--- src/adc_cfg_params.svh ---
// Offsets, field positions, reset values and write masks for the config bank
`ifndef ADC_CFG_PARAMS_SVH
`define ADC_CFG_PARAMS_SVH

`define RANGE_BUFFER_CONFIG_ADDR 4'h5
`define POWER_SPEED_START_CONFIG_ADDR 4'h6
`define RANGE_BUFFER_CONFIG_RESET 8'h00
`define POWER_SPEED_START_CONFIG_RESET 8'h00
`define RANGE_BUFFER_CONFIG_MASK 8'h7b
`define POWER_SPEED_START_CONFIG_MASK 8'hbf

`define REF_RANGE_BIT 6
`define INPUT_RANGE_BIT 5
`define CM_OUT_BIT 4
`define POS_REF_BUF_BIT 3
`define POS_IN_BUF_BIT 1
`define NEG_IN_BUF_BIT 0

`define EXT_RANGE_BIT 7
`define SERIAL_MODE_BIT 5
`define START_MODE_HI 4
`define START_MODE_LO 3
`define SPEED_BIT 2
`define STANDBY_BIT 1
`define POWER_DOWN_BIT 0

`define UNMAPPED_READ 8'h00

`endif

--- src/adc_cfg_pkg.sv ---
// Types shared by the configuration register bank
package adc_cfg_pkg;

  typedef enum logic [1:0] {
    START_STOP_MODE,
    ONE_SHOT_MODE,
    SYNCHRONIZED_MODE,
    START_RESERVED_MODE
  } start_mode_t;

  typedef struct packed {
    logic reference_range_select;
    logic input_gain_range_select;
    logic common_mode_output_enable;
    logic pos_reference_precharge_enable;
    logic pos_input_precharge_enable;
    logic neg_input_precharge_enable;
  } range_ctrl_t;

  typedef struct packed {
    logic extended_range_enable;
    logic serial_out_pin_mode;
    logic [1:0] start_mode;
    logic low_speed_select;
    logic auto_standby_enable;
    logic power_down_select;
  } power_ctrl_t;

  typedef enum {
    PWR_ACTIVE,
    PWR_IDLE,
    PWR_STANDBY,
    PWR_DOWN
  } power_state_t;

endpackage

--- src/range_decode.sv ---
// Effective analog range controls derived from the range register
`timescale 1ns/1ps
`default_nettype none
module range_decode
  import adc_cfg_pkg::*;
(
  input wire range_ctrl_t ctrl_in,
  output logic one_x_forced_out,
  output logic effective_two_x_out
);

  // High reference range overrides the programmed input range
  always_comb begin
    one_x_forced_out = ctrl_in.reference_range_select;
    effective_two_x_out = ctrl_in.input_gain_range_select &
      ~ctrl_in.reference_range_select;
  end

endmodule
`default_nettype wire

--- src/power_sequencer.sv ---
// Power state tracking for idle, auto standby and power down
`timescale 1ns/1ps
`default_nettype none
module power_sequencer
  import adc_cfg_pkg::*;
(
  input wire logic clock_in,
  input wire logic rst_b_in,
  input wire logic converting_in,
  input wire logic auto_standby_in,
  input wire logic power_down_in,
  output var power_state_t state_out
);

  power_state_t state;
  power_state_t next_state;

  // Power down dominates; standby leaves as soon as conversions restart
  always_comb begin
    next_state = state;
    case (state)
      PWR_ACTIVE: begin
        if (power_down_in) begin
          next_state = PWR_DOWN;
        end else if (!converting_in) begin
          next_state = auto_standby_in ? PWR_STANDBY : PWR_IDLE;
        end
      end
      PWR_IDLE, PWR_STANDBY: begin
        if (power_down_in) begin
          next_state = PWR_DOWN;
        end else if (converting_in) begin
          next_state = PWR_ACTIVE;
        end else begin
          next_state = auto_standby_in ? PWR_STANDBY : PWR_IDLE;
        end
      end
      PWR_DOWN: begin
        if (!power_down_in) begin
          next_state = converting_in ? PWR_ACTIVE : PWR_IDLE;
        end
      end
      default: begin
        next_state = PWR_IDLE;
      end
    endcase
  end

  // State register
  always_ff @(posedge clock_in or negedge rst_b_in) begin
    if (!rst_b_in) begin
      state <= PWR_IDLE;
    end else begin
      state <= next_state;
    end
  end

  assign state_out = state;

endmodule
`default_nettype wire

--- src/adc_config_regs.sv ---
// Range and power configuration register bank of the converter
//
// Decided for this implementation: strobed register access.
`timescale 1ns/1ps
`default_nettype none
`include "adc_cfg_params.svh"
module adc_config_regs
  import adc_cfg_pkg::*;
#(
  parameter int ADDR_WIDTH = 4,
  parameter int DATA_WIDTH = 8
) (
  input wire logic clock_in,
  input wire logic rst_b_in,
  input wire logic [ADDR_WIDTH-1:0] addr_in,
  input wire logic [DATA_WIDTH-1:0] wdata_in,
  input wire logic write_in,
  input wire logic read_in,
  input wire logic converting_in,
  output logic [DATA_WIDTH-1:0] rdata_out,
  output logic reference_range_select_out,
  output logic input_two_x_out,
  output logic one_x_forced_out,
  output logic common_mode_output_enable_out,
  output logic pos_reference_precharge_enable_out,
  output logic pos_input_precharge_enable_out,
  output logic neg_input_precharge_enable_out,
  output logic extended_range_enable_out,
  output logic serial_out_pin_mode_out,
  output logic [1:0] start_mode_out,
  output logic low_speed_select_out,
  output logic auto_standby_enable_out,
  output logic power_down_select_out,
  output logic analog_powered_out,
  output logic standby_active_out
);

  ////////////////////////////////////////////////////////////////////////////
  // Elaboration checks

  if (DATA_WIDTH != 8) begin : g_bad_width
    $error("adc_config_regs: DATA_WIDTH must be 8");
  end
  if (ADDR_WIDTH < 3) begin : g_bad_addr
    $error("adc_config_regs: ADDR_WIDTH must be at least 3");
  end

  ////////////////////////////////////////////////////////////////////////////
  // Address decode helper, used for write and read paths

  function automatic logic hits(input logic [ADDR_WIDTH-1:0] a,
                                input logic [3:0] target);
    hits = (a == ADDR_WIDTH'(target));
  endfunction

  ////////////////////////////////////////////////////////////////////////////
  // Register storage

  logic [7:0] range_buffer_config;
  logic [7:0] power_speed_start_config;
  range_ctrl_t range_ctrl;
  power_ctrl_t power_ctrl;
  logic one_x_forced;
  logic effective_two_x;
  power_state_t power_state;

  // Range register; reserved bits 7 and 2 are masked out on write
  always_ff @(posedge clock_in or negedge rst_b_in) begin
    if (!rst_b_in) begin
      range_buffer_config <= `RANGE_BUFFER_CONFIG_RESET;
    end else if (write_in && hits(addr_in, `RANGE_BUFFER_CONFIG_ADDR)) begin
      range_buffer_config <= wdata_in & `RANGE_BUFFER_CONFIG_MASK;
    end
  end

  // Power register; reserved bit 6 masked; reserved start code stored as is
  always_ff @(posedge clock_in or negedge rst_b_in) begin
    if (!rst_b_in) begin
      power_speed_start_config <= `POWER_SPEED_START_CONFIG_RESET;
    end else if (write_in &&
                 hits(addr_in, `POWER_SPEED_START_CONFIG_ADDR)) begin
      power_speed_start_config <=
        wdata_in & `POWER_SPEED_START_CONFIG_MASK;
    end
  end

  ////////////////////////////////////////////////////////////////////////////
  // Field extraction

  // Named views of the stored bits
  always_comb begin
    range_ctrl.reference_range_select =
      range_buffer_config[`REF_RANGE_BIT];
    range_ctrl.input_gain_range_select =
      range_buffer_config[`INPUT_RANGE_BIT];
    range_ctrl.common_mode_output_enable =
      range_buffer_config[`CM_OUT_BIT];
    range_ctrl.pos_reference_precharge_enable =
      range_buffer_config[`POS_REF_BUF_BIT];
    range_ctrl.pos_input_precharge_enable =
      range_buffer_config[`POS_IN_BUF_BIT];
    range_ctrl.neg_input_precharge_enable =
      range_buffer_config[`NEG_IN_BUF_BIT];
    power_ctrl.extended_range_enable =
      power_speed_start_config[`EXT_RANGE_BIT];
    power_ctrl.serial_out_pin_mode =
      power_speed_start_config[`SERIAL_MODE_BIT];
    power_ctrl.start_mode =
      power_speed_start_config[`START_MODE_HI:`START_MODE_LO];
    power_ctrl.low_speed_select =
      power_speed_start_config[`SPEED_BIT];
    power_ctrl.auto_standby_enable =
      power_speed_start_config[`STANDBY_BIT];
    power_ctrl.power_down_select =
      power_speed_start_config[`POWER_DOWN_BIT];
  end

  range_decode u_range_decode (
    .ctrl_in(range_ctrl),
    .one_x_forced_out(one_x_forced),
    .effective_two_x_out(effective_two_x)
  );

  power_sequencer u_power_sequencer (
    .clock_in(clock_in),
    .rst_b_in(rst_b_in),
    .converting_in(converting_in),
    .auto_standby_in(power_ctrl.auto_standby_enable),
    .power_down_in(power_ctrl.power_down_select),
    .state_out(power_state)
  );

  ////////////////////////////////////////////////////////////////////////////
  // Read path: data valid the cycle after the strobe, zero otherwise

  always_ff @(posedge clock_in or negedge rst_b_in) begin
    if (!rst_b_in) begin
      rdata_out <= `UNMAPPED_READ;
    end else if (read_in && hits(addr_in, `RANGE_BUFFER_CONFIG_ADDR)) begin
      rdata_out <= range_buffer_config;
    end else if (read_in &&
                 hits(addr_in, `POWER_SPEED_START_CONFIG_ADDR)) begin
      rdata_out <= power_speed_start_config;
    end else begin
      rdata_out <= `UNMAPPED_READ;
    end
  end

  ////////////////////////////////////////////////////////////////////////////
  // Control outputs, registered so the analog side sees clean levels.
  // They lag the register write by one cycle, the power status outputs by two.

  // Reference and input range
  always_ff @(posedge clock_in or negedge rst_b_in) begin
    if (!rst_b_in) begin
      reference_range_select_out <= 1'b0;
      input_two_x_out <= 1'b0;
      one_x_forced_out <= 1'b0;
    end else begin
      reference_range_select_out <= range_ctrl.reference_range_select;
      input_two_x_out <= effective_two_x;
      one_x_forced_out <= one_x_forced;
    end
  end

  // Buffers and common-mode pin; off while power down is selected
  always_ff @(posedge clock_in or negedge rst_b_in) begin
    if (!rst_b_in) begin
      common_mode_output_enable_out <= 1'b0;
      pos_reference_precharge_enable_out <= 1'b0;
      pos_input_precharge_enable_out <= 1'b0;
      neg_input_precharge_enable_out <= 1'b0;
    end else begin
      common_mode_output_enable_out <=
        range_ctrl.common_mode_output_enable &
        ~power_ctrl.power_down_select;
      pos_reference_precharge_enable_out <=
        range_ctrl.pos_reference_precharge_enable &
        ~power_ctrl.power_down_select;
      pos_input_precharge_enable_out <=
        range_ctrl.pos_input_precharge_enable &
        ~power_ctrl.power_down_select;
      neg_input_precharge_enable_out <=
        range_ctrl.neg_input_precharge_enable &
        ~power_ctrl.power_down_select;
    end
  end

  // Mode selects; the reserved start code is passed on unchanged
  // because the host is bound never to write it
  always_ff @(posedge clock_in or negedge rst_b_in) begin
    if (!rst_b_in) begin
      extended_range_enable_out <= 1'b0;
      serial_out_pin_mode_out <= 1'b0;
      start_mode_out <= 2'h0;
      low_speed_select_out <= 1'b0;
      auto_standby_enable_out <= 1'b0;
      power_down_select_out <= 1'b0;
    end else begin
      extended_range_enable_out <= power_ctrl.extended_range_enable;
      serial_out_pin_mode_out <= power_ctrl.serial_out_pin_mode;
      start_mode_out <= power_ctrl.start_mode;
      low_speed_select_out <= power_ctrl.low_speed_select;
      auto_standby_enable_out <= power_ctrl.auto_standby_enable;
      power_down_select_out <= power_ctrl.power_down_select;
    end
  end

  // Analog power status from the sequencer
  always_ff @(posedge clock_in or negedge rst_b_in) begin
    if (!rst_b_in) begin
      analog_powered_out <= 1'b0;
      standby_active_out <= 1'b0;
    end else begin
      analog_powered_out <= (power_state == PWR_ACTIVE) ||
                            (power_state == PWR_IDLE);
      standby_active_out <= (power_state == PWR_STANDBY);
    end
  end

endmodule
`default_nettype wire

--- config.mk ---
export PLATFORM = sky130hd
export DESIGN_NAME = adc_config_regs
export DESIGN_NICKNAME = d
export VERILOG_FILES = /design/src/adc_cfg_pkg.sv /design/src/range_decode.sv /design/src/power_sequencer.sv /design/src/adc_config_regs.sv
export VERILOG_INCLUDE_DIRS = /design/src /design/src/src
export SDC_FILE = /design/constraint.sdc
export NUM_CORES = 1
export LEC_CHECK = 0
export ABC_AREA = 0
export BUFFER_PORTS_ARGS = -buffer_cell sky130_fd_sc_hd__buf_2
export CORE_MARGIN = 5
export CORE_UTILIZATION = 41
export DETAILED_ROUTE_END_ITERATION = 7
export GPL_ROUTABILITY_DRIVEN = 0
export PLACE_DENSITY = 0.67
export SYNTH_ARGS = -nofsm -noshare
export SYNTH_HDL_FRONTEND = slang
export SYNTH_SLANG_ARGS = --single-unit
export TNS_END_PERCENT = 100
--- constraint.sdc ---
create_clock -name clock_in -period 1.4 [get_ports clock_in]
set_clock_uncertainty 0.1 [all_clocks]
set_input_delay 0.07 -clock clock_in [delete_from_list [all_inputs] [get_ports clock_in]]
set_output_delay 0.07 -clock clock_in [all_outputs]
set_load 0.02 [all_outputs]
==> results.ini <==
[outcome]
status=finished, violations left
violations=negative setup slack

[layout]
antenna_cells=0
fill_cells=298
num-nets-final=180
regArea_um2=952
area_growth_pct=34.3
drive_gt1_frac=0.503
fin_cells=207
multiInputGateArea_um2=556

[routing]
drt-pass1-iter-count=4
finalWirelength_um=2820
via_per_inst=4.67
ant_nets=0
drc=0
avgRoutedWirePerCell_um=13.6
vias=966
drt_iter0_markers=23

[setup_path]
path_delay_family=flip-flops
critical_path_class=flip-flop to flip-flop
slowest_delay_ns=0.54
start_kind=flip-flop
crit_start=u_power_sequencer.state_out[0]
regToRegSetupSlack_ns=-0.07
crit_path_end=u_power_sequencer.state_out[1]
required_ns=1.49
slowest_stage=dfstp_2
rr_endpoint=u_power_sequencer.state_out[1]
crit_chain=inv_2 -> ha_4 -> nand3b_1 -> a21boi_4 -> o21ai_1 -> o22ai_1
cp_max_fo=5
timing.critical_path.buf_inv=1
r2r_cells=6
end_kind=flip-flop
crit-reg2reg-launch=u_power_sequencer.state_out[0]
worstPathArrival_ns=1.57
crit_cells=6

[logic_synthesis]
synthFlopType=dfrtp_1
synth_seq_area_share=0.632
syn_area_per_cell_um2=15.4
synth_edf_count=0
yosysTopAreaCellShare=0.614
syn_nets=120
synth_cell_types=27
synth_top_cells_by_count=dfrtp_1 (37), mux2_4 (8)
synth_area_leaders=dfrtp_1 (61%), mux2_4 (8.0%), ha_1 (4.1%)
async_reset_ff_frac=1.00
syn_area_mm2=0.00151
ys_seq_elements=38
synth_warnings=0
yosys.area.top_type=dfrtp_1
netlist_instances=98
synth_most_common_cell=dfrtp_1

[power_and_ir_drop]
leakagePower_nw=1.06
ir_drop_v=0.000474
cellPowerDensity_mw_per_mm2=1570

[die]
placementRows=22
num_io_pins=41
die_w_um=70.6
die-area_mm2=0.00499
coreArea_mm2=0.00361
start_util=0.418
die_h_um=70.6

[sta]
setup_viol=2
worst_pin_slew_ns=0.461
finalMaxSlewViolations=0
slew_headroom=0.693
fin_crit_ns=1.47
hold_viol=0
finalCritPeriodShare=1.05
setup_slack_ns=-0.0728
max_freq_mhz=679
rsz0062_at_grt=true
hold_ws_ns=0.139

[global_route]
grtUsageTotal=0.128
grt_overflow=0
grt_pass1_vias=1054
grt_pass1_wl_um=4840
antenna_found_initial=0
grt_max_degree=21

[job]
maxCapViolCount=0

[clocking]
clock_path_buffers=2
clk_pin_slew_worst_paths_ns=0.06
insertion_delay_ns=0.28
numCtsBuffers=5
htree_levels=2
cts_sinks=38
cts_tree=built
root_buffer=clkbuf_8

[placement]
dpl.cell_count=187
dp_hpwl_um=2030
numPortBuffers=40

[min_path]
holdCritPathClass=input port to flip-flop

-- worst min-delay path by stage --
stage,startpoint,endpoint,slack (ns),cells past startpoint
floorplan,rst_b_in,analog_powered_out,-0.33,0
global placement,rst_b_in,start_mode_out[0],-0.07,1
detailed placement,rst_b_in,range_buffer_config[3],-0.05,1
CTS,converting_in,u_power_sequencer.state_out[0],0.1,4
global route,converting_in,u_power_sequencer.state_out[1],0.15,4
finish,converting_in,u_power_sequencer.state_out[1],0.14,4
-- sequential cells by signal, indices dropped and copies added, names as in the netlist --
| name | count |
|---|---|
| analog_powered_out | 1 |
| auto_standby_enable_out | 1 |
| common_mode_output_enable_out | 1 |
| extended_range_enable_out | 1 |
| input_two_x_out | 1 |
| low_speed_select_out | 1 |
| neg_input_precharge_enable_out | 1 |
| one_x_forced_out | 1 |
| pos_input_precharge_enable_out | 1 |
| pos_reference_precharge_enable_out | 1 |
| power_down_select_out | 1 |
| power_speed_start_config | 7 |
| range_buffer_config | 6 |
| rdata_out | 8 |
| serial_out_pin_mode_out | 1 |
| standby_active_out | 1 |
| start_mode_out | 2 |
| u_power_sequencer.state_out | 2 |
-- final cells by class --
type / count / area share
clock buffer: 8 / 0.0445
inverter: 5 / 0.00927
multi-input combinational: 53 / 0.274
sequential: 38 / 0.470
tap: 48 / 0.0297
timing repair buffer: 55 / 0.172
-- per-layer routing --
| layer | part of all wire | GRT usage | vias up |
|---|---|---|---|
| met3 | 0.076 | 0.0611 | 7 |
| met4 | 0.022 | 0.0564 | 0 |
| met1 | 0.38 | 0.142 | 471 |
| met2 | 0.52 | 0.210 | 37 |
| li1 | - | - | 451 |
| met5 | 0 | 0 | - |
-- stage by stage --
stage	instance area (um^2)	util	setup TNS, ns	setup WS [ns]	total power, mW
floorplan	1520	-	0	0.0127	2.05
global placement	1810	0.501	0	0.0287	2.30
detailed placement	1810	0.501	-0.124	-0.0672	2.37
CTS	2000	0.555	-0.143	-0.0761	3.15
global route	2020	0.561	-0.274	-0.141	3.37
finish	2020	0.561	-0.136	-0.0728	3.18
-- cell usage in the layout, fill, tap and decap left out, drive strengths merged, types with 5 or more instances in the layout --
master	instances
a22o	5
dfrtp	37
inv	5
dlygate4sd3	9
nor2	5
ha	5
mux2	13
clkbuf	8
buf	46
nor2b	6
-- worst min-delay path, cell delays in order --
cell and delay [ns]:
buf_2 0.11, a21boi_0 0.08, o21ai_1 0.12, o22ai_1 0.09
-- repair_timing --
action,CTS,global route
setup buffers,2,1
pin swaps,0,2
setup endpoints to repair,2,2
gates resized for setup,0,4
hold endpoints to repair,50,0
hold buffers,9,0
-- cell families after synthesis --
| group | Yosys count | share of synthesized area |
|---|---|---|
| adder cells (fa/ha/maj) | 5 | 0.0415 |
| buffers and inverters | 7 | 0.0207 |
| flip-flops | 38 | 0.632 |
| multiplexers | 13 | 0.117 |
| AND/OR/NAND/NOR | 21 | 0.123 |
| AO/OA/AOI/OAI | 14 | 0.0664 |
-- report_power, final --
group | switching, mW | internal, mW | total (mW)
Clock | 0.334 | 0.401 | 0.735
Combinational | 0.521 | 0.473 | 0.994
Sequential | 0.118 | 1.34 | 1.46
Total | 0.974 | 2.21 | 3.18
No activity file was read; power rests on OpenSTA's default activity.
